File: src/hw/flash_rst_pkg.sv
// Function
// - Host starts access by select falling after cold.
// - Optional reset pulse at least 200 ns.
// - Reset-to-select measured from supply setup end.
// - Reset high 50 ns before select falls.
// - Pulse plus high delay covers reset-to-select.
// - Select high at least 20 ns between accesses.
// - Hardware reset begins on reset pin low.
package flash_rst_pkg;
  localparam int CLK_MHZ                   = 50;
  localparam int SUPPLY_SETUP_TIME_US      = 300;
  localparam int RESET_TO_SELECT_TIME_US   = 35;
  localparam int RESET_LOW_PULSE_WIDTH_NS  = 200;
  localparam int RESET_HIGH_TO_SELECT_NS   = 50;
  localparam int SELECT_HIGH_PULSE_WIDTH_NS = 20;
  localparam int NS_PER_CYCLE              = 1000 / CLK_MHZ;
  // Least times round up to whole cycles.
  localparam int SUPPLY_SETUP_CYC  = SUPPLY_SETUP_TIME_US * CLK_MHZ;
  localparam int RST_TO_SEL_CYC    = RESET_TO_SELECT_TIME_US * CLK_MHZ;
  localparam int RST_LOW_CYC       =
    (RESET_LOW_PULSE_WIDTH_NS + NS_PER_CYCLE - 1) / NS_PER_CYCLE;
  localparam int RST_HIGH_SEL_CYC  =
    (RESET_HIGH_TO_SELECT_NS + NS_PER_CYCLE - 1) / NS_PER_CYCLE;
  localparam int SEL_HIGH_CYC      =
    (SELECT_HIGH_PULSE_WIDTH_NS + NS_PER_CYCLE - 1) / NS_PER_CYCLE;
  localparam int CNT_W             = 16;
endpackage : flash_rst_pkg

File: src/hw/flash_rst_host.sv
// Host-side sequencer: holds the flash through power-up and hardware
// resets and only then grants accesses to the user side.
module flash_rst_host #(
  parameter int SUPPLY_CYC = flash_rst_pkg::SUPPLY_SETUP_CYC,
  parameter int RPH_CYC    = flash_rst_pkg::RST_TO_SEL_CYC,
  parameter int RP_CYC     = flash_rst_pkg::RST_LOW_CYC,
  parameter int RH_CYC     = flash_rst_pkg::RST_HIGH_SEL_CYC,
  parameter int CEH_CYC    = flash_rst_pkg::SEL_HIGH_CYC
) (
  // Clock and reset.
  input  wire logic clk_sys,
  input  wire logic nrst,
  // User side.
  input  wire logic supplies_ok,
  input  wire logic reset_req,
  input  wire logic access_req,
  output logic      access_grant,
  output logic      access_done,
  output logic      ready,
  output logic      reset_timeout,
  // Flash pins.
  input  wire logic ready_busy_n,
  output logic      reset_n,
  output logic      select_n,
  output logic      output_enable_n
);
  localparam int W = flash_rst_pkg::CNT_W;

  // The pin-width helpers saturate at 255, so the pulse figures stay at or below it.
  if (SUPPLY_CYC >= (1 << W) || RPH_CYC >= (1 << W) || SUPPLY_CYC < 1 ||
      RPH_CYC < 1 || RP_CYC < 1 || RH_CYC < 1 || CEH_CYC < 1 ||
      RP_CYC > 255 || RH_CYC > 255) begin : g_bad_cfg
    $error("flash_rst_host: timing parameter out of range");
  end

  typedef enum logic [2:0] {
    S_OFF, S_COLD, S_RST_LOW, S_RST_WAIT, S_RST_HIGH, S_IDLE, S_ACCESS,
    S_SEL_HIGH
  } state_t;

  state_t       state_r, state_nxt;
  logic         rst_n_r, rst_n_nxt;
  logic         sel_n_r, sel_n_nxt;
  logic         done_r, done_nxt;
  logic         to_r, to_nxt;
  logic         ld;
  logic [W-1:0] ld_val;
  logic         t_busy, t_done;

  flash_rst_timer #(.W(W)) u_timer (
    .clk_sys (clk_sys),
    .nrst    (nrst),
    .load    (ld),
    .value   (ld_val),
    .busy    (t_busy),
    .done    (t_done)
  );

  // Sequencer. Reset low is held for the pulse, then kept low until the
  // reset-to-select interval less the lead time has run, then high for the select lead time.
  // The host waits for ready/busy as well, which covers a cold reset the
  // device may repeat instead of a warm one.
  always_comb begin
    state_nxt = state_r;
    rst_n_nxt = rst_n_r;
    sel_n_nxt = sel_n_r;
    done_nxt  = 1'b0;
    to_nxt    = to_r;
    ld        = 1'b0;
    ld_val    = '0;
    case (state_r)
      S_OFF: begin
        rst_n_nxt = 1'b0;
        sel_n_nxt = 1'b1;
        to_nxt    = 1'b0;
        if (supplies_ok) begin
          // Hold select high through supply setup; device ignores it.
          ld        = 1'b1;
          ld_val    = W'(SUPPLY_CYC);
          state_nxt = S_COLD;
        end
      end
      S_COLD: begin
        if (t_done) begin
          // Reset-to-select counted from supply setup end.
          ld        = 1'b1;
          ld_val    = W'(RPH_CYC);
          state_nxt = S_RST_WAIT;
        end
      end
      S_RST_LOW: begin
        rst_n_nxt = 1'b0;
        if (t_done) begin
          // Remaining low time so pulse plus lead covers the interval.
          ld        = 1'b1;
          ld_val    = (RPH_CYC > RP_CYC + RH_CYC) ?
                      W'(RPH_CYC - RP_CYC - RH_CYC) : W'(1);
          state_nxt = S_RST_WAIT;
        end
      end
      S_RST_WAIT: begin
        if (t_done) begin
          rst_n_nxt = 1'b1;
          ld        = 1'b1;
          ld_val    = W'(RH_CYC);
          state_nxt = S_RST_HIGH;
        end
      end
      S_RST_HIGH: begin
        // Ready/busy must be released before the first access, unless the extra wait has already run out.
        if (!t_busy && ready_busy_n) begin
          to_nxt    = 1'b0;
          state_nxt = S_IDLE;
        end else if (!t_busy && to_r) begin
          // The extra wait ran out as well; go on and leave the flag set.
          state_nxt = S_IDLE;
        end else if (!t_busy) begin
          // Device is redoing a full cold reset; wait it out once.
          ld        = 1'b1;
          ld_val    = W'(SUPPLY_CYC);
          to_nxt    = 1'b1;
        end
      end
      S_IDLE: begin
        if (reset_req) begin
          // Warm reset aborts embedded work in the device.
          // A fresh reset earns a fresh extra wait.
          rst_n_nxt = 1'b0;
          to_nxt    = 1'b0;
          ld        = 1'b1;
          ld_val    = W'(RP_CYC);
          state_nxt = S_RST_LOW;
        end else if (access_req) begin
          sel_n_nxt = 1'b0; // Falling select starts access.
          state_nxt = S_ACCESS;
        end
      end
      S_ACCESS: begin
        sel_n_nxt = 1'b1;
        done_nxt  = 1'b1;
        ld        = 1'b1;
        ld_val    = W'(CEH_CYC);
        state_nxt = S_SEL_HIGH;
      end
      S_SEL_HIGH: begin
        if (!t_busy) begin
          state_nxt = S_IDLE;
        end
      end
      default: state_nxt = S_OFF;
    endcase
    if (!supplies_ok) begin
      state_nxt = S_OFF;
      rst_n_nxt = 1'b0;
      sel_n_nxt = 1'b1;
    end
  end

  // Registers only.
  always_ff @(posedge clk_sys or negedge nrst) begin
    if (!nrst) begin
      state_r <= S_OFF;
      rst_n_r <= 1'b0;
      sel_n_r <= 1'b1;
      done_r  <= 1'b0;
      to_r    <= 1'b0;
    end else begin
      state_r <= state_nxt;
      rst_n_r <= rst_n_nxt;
      sel_n_r <= sel_n_nxt;
      done_r  <= done_nxt;
      to_r    <= to_nxt;
    end
  end

  assign reset_n         = rst_n_r;
  assign select_n        = sel_n_r;
  assign output_enable_n = sel_n_r;
  assign access_done     = done_r;
  assign access_grant    = (state_r == S_IDLE) && access_req && !reset_req;
  assign ready           = (state_r == S_IDLE);
  assign reset_timeout   = to_r;

  // Helpers: cycles reset has been high and low; both saturate.
  logic [7:0] hi_cnt_r, hi_cnt_nxt;
  logic [7:0] lo_cnt_r, lo_cnt_nxt;
  always_comb begin
    hi_cnt_nxt = hi_cnt_r;
    lo_cnt_nxt = lo_cnt_r;
    if (!rst_n_r) begin
      hi_cnt_nxt = '0;
      if (lo_cnt_r != 8'hff) lo_cnt_nxt = lo_cnt_r + 8'h01;
    end else begin
      lo_cnt_nxt = '0;
      if (hi_cnt_r != 8'hff) hi_cnt_nxt = hi_cnt_r + 8'h01;
    end
  end

  // Registers only.
  always_ff @(posedge clk_sys or negedge nrst) begin
    if (!nrst) begin
      hi_cnt_r <= '0;
      lo_cnt_r <= '0;
    end else begin
      hi_cnt_r <= hi_cnt_nxt;
      lo_cnt_r <= lo_cnt_nxt;
    end
  end
endmodule : flash_rst_host

File: src/hw/flash_rst_timer.sv
// Down counter: load a count, done flags the last of its counted cycles.
module flash_rst_timer #(
  parameter int W = 16
) (
  // Clock and reset.
  input  wire logic         clk_sys,
  input  wire logic         nrst,
  // Control.
  input  wire logic         load,
  input  wire logic [W-1:0] value,
  // Status.
  output logic              busy,
  output logic              done
);
  logic [W-1:0] cnt_r;
  logic [W-1:0] cnt_nxt;

  // The one-bit end marker below needs at least two bits of count.
  if (W < 2) begin : g_bad_width
    $error("flash_rst_timer: counter too narrow");
  end

  // Load wins over counting so a restart is never lost.
  always_comb begin
    cnt_nxt = cnt_r;
    if (load) begin
      cnt_nxt = value;
    end else if (cnt_r != '0) begin
      cnt_nxt = cnt_r - 1'b1;
    end
  end

  // Registers only.
  always_ff @(posedge clk_sys or negedge nrst) begin
    if (!nrst) begin
      cnt_r <= '0;
    end else begin
      cnt_r <= cnt_nxt;
    end
  end

  // Done marks the last cycle, so a load of N spans exactly N cycles and
  // the caller acts on the edge that closes them.
  assign busy = (cnt_r != '0);
  assign done = (cnt_r == {{(W-1){1'b0}}, 1'b1});
endmodule : flash_rst_timer

File: config.mk
export PLATFORM = sky130hd
export DESIGN_NAME = flash_rst_host
export DESIGN_NICKNAME = d
export VERILOG_FILES = /design/src/hw/flash_rst_pkg.sv /design/src/hw/flash_rst_host.sv /design/src/hw/flash_rst_timer.sv
export SDC_FILE = /design/constraint.sdc
export NUM_CORES = 1
export LEC_CHECK = 0
export BUFFER_PORTS_ARGS = -buffer_cell sky130_fd_sc_hd__buf_2
export CAP_MARGIN = 10
export CORE_UTILIZATION = 40
export CTS_CLUSTER_DIAMETER = 150
export CTS_CLUSTER_SIZE = 20
export DETAILED_ROUTE_END_ITERATION = 16
export GPL_TIMING_DRIVEN = 0
export MAX_ROUTING_LAYER = met4
export PLACE_DENSITY = 0.66
export SYNTH_ARGS = -nofsm -noshare
export SYNTH_HDL_FRONTEND = slang
export SYNTH_SLANG_ARGS = --single-unit
File: constraint.sdc
create_clock -name clk_sys -period 1.77 [get_ports clk_sys]
set_input_delay 0.531 -clock clk_sys [delete_from_list [all_inputs] [get_ports clk_sys]]
set_output_delay 0.531 -clock clk_sys [all_outputs]
set_load 0.02 [all_outputs]
**Word level (Yosys, flattened, before mapping)**

Index checks and enable logic that the tools add are counted.

- Input bits: 6
- Output and inout port bits: 7
- Register bits after elaboration: 23
- Word-level logic and storage cells: 86

- Mux-type cells: 40
- Eq/ne operators: 21
- Add/sub/neg operators: 1
- Reductions and logical operators: 18

Operators with widths:

| kind | number |
|---|---|
| $pmux 14 s7 | 1 |
| $mux 14 | 4 |
| $mux 16 | 2 |
| $mux 3 | 8 |
| $mux 11 | 2 |
| $ne 3x3->1 const B | 7 |
| $pmux 3 s7 | 1 |
| $eq 16x1->1 const B | 1 |
| $mux 1 | 16 |
| $reduce_bool 16->1 | 1 |
| $sub 16x1->16 const B | 1 |
| $eq 3x3->1 const B | 4 |
| $ne 4x4->1 const B | 2 |
| $eq 3x2->1 const B | 2 |
| $ne 3x2->1 const B | 2 |
| $pmux 1 s3 | 2 |
| $reduce_and 3->1 | 2 |
| $reduce_or 2->1 | 3 |
| $pmux 1 s5 | 1 |
| $reduce_and 5->1 | 1 |
| $logic_and 1x1->1 | 4 |
| $mux 4 | 1 |
| $ne 4x2->1 const B | 1 |
| $reduce_and 4->1 | 1 |
| other kinds (9) | 10 |

**Depth between registers and ports, before layout**

- Word-level depth: 7
- Gate-level depth with buffers: 8
- Mapped depth without buffers: 7

**By module**

From an unflattened synthesis, not the netlist that was laid out.

- Cell total of the unflattened synthesis: 185
- Area total of the unflattened synthesis: 1646.6 sq um

Modules (own cells, without submodules):

| module | instances | area an instance (sq um) | cells an instance |
|---|---|---|---|
| flash_rst_timer | 1 | 1009.7 | 107 |
| flash_rst_host | 1 | 636.9 | 78 |

**Worst setup path after synthesis**

OpenSTA, ideal clock, no wires.

- Kind: reg-to-reg
- From: reg u_timer.cnt_r[0]
- To: reg u_timer.cnt_r[5]
- Path buffers: 0
- Period minus slack after synthesis: 1.960 ns
- Cell stages (with the launch flop): 8
- Setup slack: -0.190 ns
- Setup time: 0.119 ns
- Required time: 1.651 ns
- Arrival: 1.841 ns
- Cell sequence: dfrtp_1 inv_1 ha_1 nor4b_1 nand4_2 or4_4 and3_1 o21a_1

- Cells in the longest elaborated chain, start to end: 7
- Elaborated cells on any way between the ends: 17
- Classes of those cells: 1 x add/sub; 1 x eq/ne; 10 x mux; 5 x reduce/logical

RTL lines:

| item | line | RTL |
|---|---|---|
| start: declaration | flash_rst_timer.sv:15 | `logic [W-1:0] cnt_r;` |
| start signal: assignment | flash_rst_timer.sv:38 | `cnt_r <= cnt_nxt;` |
| $reduce_bool 16->1 | flash_rst_timer.sv:28, flash_rst_timer.sv:44 |  |
| $logic_not 1->1 | -- |  |
| $logic_and 1x1->1 | flash_rst_host.sv:114 | `end else if (!t_busy && to_r) begin` |
| $mux 14 / $mux 1 (equally long branches) | flash_rst_host.sv:114 |  |
| $mux 14 / $mux 1 (equally long branches) | flash_rst_host.sv:111 | `if (!t_busy && ready_busy_n) begin` |
| $pmux 14 s7 / $pmux 1 s5 (equally long branches) | flash_rst_host.sv:71 | `case (state_r)` |
| $mux 16 / $reduce_bool 2->1 (equally long branches) | -- |  |

Several ways; a longest one is shown, not always the timed one. The select of a mux whose other input is x is not followed.
A chain may end at the register's enable or synchronous reset.

**Final worst setup path**

- From: reg u_timer.cnt_r[2]
- To: reg u_timer.cnt_r[5]

Same word-level chain as after synthesis.

==> metrics.cfg <==
[drt]
ant_nets=0
vias=1540
vias_per_cell=5.856
post_drt_wl_per_cell_um=16.88
totalWireLength_mm=4.439
drc=0
first_pass_iters=4
drt_iter0_drc=53

[timing]
fin_skew_ns=0.004623
finalHoldViolCount=0
setup_ws_ns=-0.2748
finalCritPeriodShare_pct=115.5
fin_crit_ns=2.045
timing.fmax_mhz=489.1
whs_ns=0.2166
timing.final.setup_violations=22
max-slew-margin-rel_pct=65.14
rsz0062_at_grt=true
slew_violations=0
tightestPinTransition_ns=0.5229

[layout]
diodes=0
final_cell_mix=30 x buf_4, 19 x dfrtp_1, 14 x nand2_1
n_fill_cell=283
area_growth_pct=42.67
instances_no_fill=263
finalNetCount=229
final_common_cell=buf_4
layout-drive-gt1-share_pct=45.12

[run_status]
status=finished with violations
violations=negative setup slack

[cts]
clock_latency_ns=0.28
cts_inserted_buffers=3
cts.htree.levels=1
clkTransAtPathRegs_ns=0.10
tritoncts=built
cts_sinks=23
root_buffer=clkbuf_8
clock_path_buffers=2

[run]
max-cap-violations=0

[floorplanning]
dieHeight_um=63.80
dieArea_um2=4070
num_rows=22
fp.coreArea_um2=3661
ios=13
die_x_um=63.80
start_util_pct=41.73

[place]
portBuffers=12
dpl.cell_count=228
dp_hpwl_mm=2.563
finalWeightedCongestion=0.8935

[power]
p_leak_nw=0.9147
power_mw=3.291
powerDensity_nw_per_um2=1510
ir_drop_uv=586.0

[critical_path]
path_class=flop to flop
cp-startpoint=u_timer.cnt_r[2]
startpoint_type=flop
cp.arrival_ns=2.22
end_kind=flop
crit_path_max_fanout=6
regToRegStartpoint=u_timer.cnt_r[2]
required_ns=1.95

[yosys]
post-synth-top-area-fraction_pct=36.04
netlist.top_cell.by_area=dfrtp_1
netlist_area_um2=1528
ys_ff_latch=23
yosysSeqAreaShare_pct=37.76
synth_nets=181
synth_warnings=0
synth.area.top_cells=dfrtp_1 36%, ha_1 5.7%, nand2_1 4.7%, xor2_1 4.0%, o21ai_0 3.9%
syn_avg_cell_area_um2=9.094
synth_ff_type=dfrtp_1
ys_async_sr_fraction_pct=100.0
synthDistinctLibCells=45
syn_inst=168
synth_edf_count=0

[global_route]
grt_overflow_total=0
grtUsageTotal_pct=22.64
grt_antenna_before_repair=0
grt_max_degree=24
grt_first_pass_wirelength_mm=6.996
grt_pass1_vias=1595

[hold_path]
min_path_type=input port to async pin

==> per-layer routing <==
metal | GRT usage, % | wire length, µm | part of all wire [%] | up-vias
met2 | 37.90 | 2305 | 52 | 62
met1 | 25.98 | 1798 | 41 | 763
met4 | 13.64 | 151 | 3.4 | 0
li1 | - | - | - | 699
met3 | 2.500 | 184 | 4.1 | 16
met5 | - | 0 | 0 | -
==> per-stage QoR <==
step	worst slack [ns]	cell area (µm²)	setup TNS, ns	util [%]
2_1_floorplan	-0.09672	1548	-0.3223	-
3_3_place_gp	-0.2625	1668	-3.960	45.56
3_5_place_dp	-0.3271	1668	-5.138	45.56
4_1_cts	-0.2110	2081	-2.286	56.84
5_1_grt	-0.3552	2180	-5.188	59.54
6_report	-0.2748	2180	-3.443	59.54
==> cell type report <==
type | count | area [µm²] | share of cell area [%]
Inverter | 10 | 40.04 | 1.837
Clock inverter | 1 | 7.507 | 0.3444
Clock buffer | 3 | 41.29 | 1.894
Sequential cell | 23 | 580.6 | 26.64
Multi-Input combinational cell | 130 | 1080 | 49.54
Timing Repair Buffer | 44 | 336.6 | 15.44
Buffer | 4 | 33.78 | 1.550
Tap cell | 48 | 60.06 | 2.755
==> worst max-delay path: stages, from the launching register on <==
cell	delay, ns
dfrtp_1	0.50
nor3_2	0.36
nand4_2	0.21
or4_4	0.50
and3_1	0.19
o21a_1	0.18
==> registers in the layout, indices dropped and copies added (netlist names) <==
register         count
reset_timeout        1
access_done          1
reset_n              1
u_timer.cnt_r       16
output_enable_n      1
state_r              3
==> Yosys cell counts (2+ instances only) <==
cell      instances
mux2i_1           2
o21ai_1           2
nand4_1           2
xnor2_1           6
xor2_1            7
ha_1              7
nor4_1            3
nor2_1           15
a21oi_1           6
nand2_1          19
a211oi_1          2
nor2b_1           2
nor4_4            2
or4_1             3
dfrtp_1          22
o211ai_1          5
nor4b_1           3
inv_1            10
nor3_1            9
clkbuf_1          4
and2_1            2
o21ai_0          12
==> where the power goes <==
part           switching, mW  total (mW)  leakage [nW]  internal, mW
Sequential             0.295        1.01         0.288         0.717
Combinational          0.970        1.92         0.605         0.949
Clock                  0.201       0.361        0.0217         0.160
Total                   1.47        3.29         0.915          1.83
==> final timing paths <==
| path | slack, ns | endpoint | cells after the start |
|---|---|---|---|
| max | -0.27 | u_timer.cnt_r[5] | 5 |
| min | 0.22 | u_timer.cnt_r[7] | 1 |
| max reg2reg | -0.27 | u_timer.cnt_r[5] | 5 |
| min reg2reg | 0.59 | reset_n | 2 |
| max in group asynchronous | 1.18 | u_timer.cnt_r[0] | 1 |
| min in group clk_sys | 0.46 | reset_timeout | 2 |
==> cell families after synthesis <==
| family | count (synthesis) | synth area share (%) |
|---|---|---|
| xor gates and xnor gates | 13 | 7.453 |
| AOI/OAI and AO/OA | 37 | 16.71 |
| muxes | 3 | 2.048 |
| adders and majority gates | 7 | 5.733 |
| buffers and inverters | 16 | 4.259 |
| and+or+nand+nor | 69 | 26.04 |
| DFF | 23 | 37.76 |
==> repair_timing <==
item                       CTS  global route
setup buffers               24             8
cloned                       1             0
hold buffers                 0             0
setup endpoints to repair   22            23
gates resized for setup     51            14
pin swaps                   13             6
No activity file was read; power rests on OpenSTA's default activity.
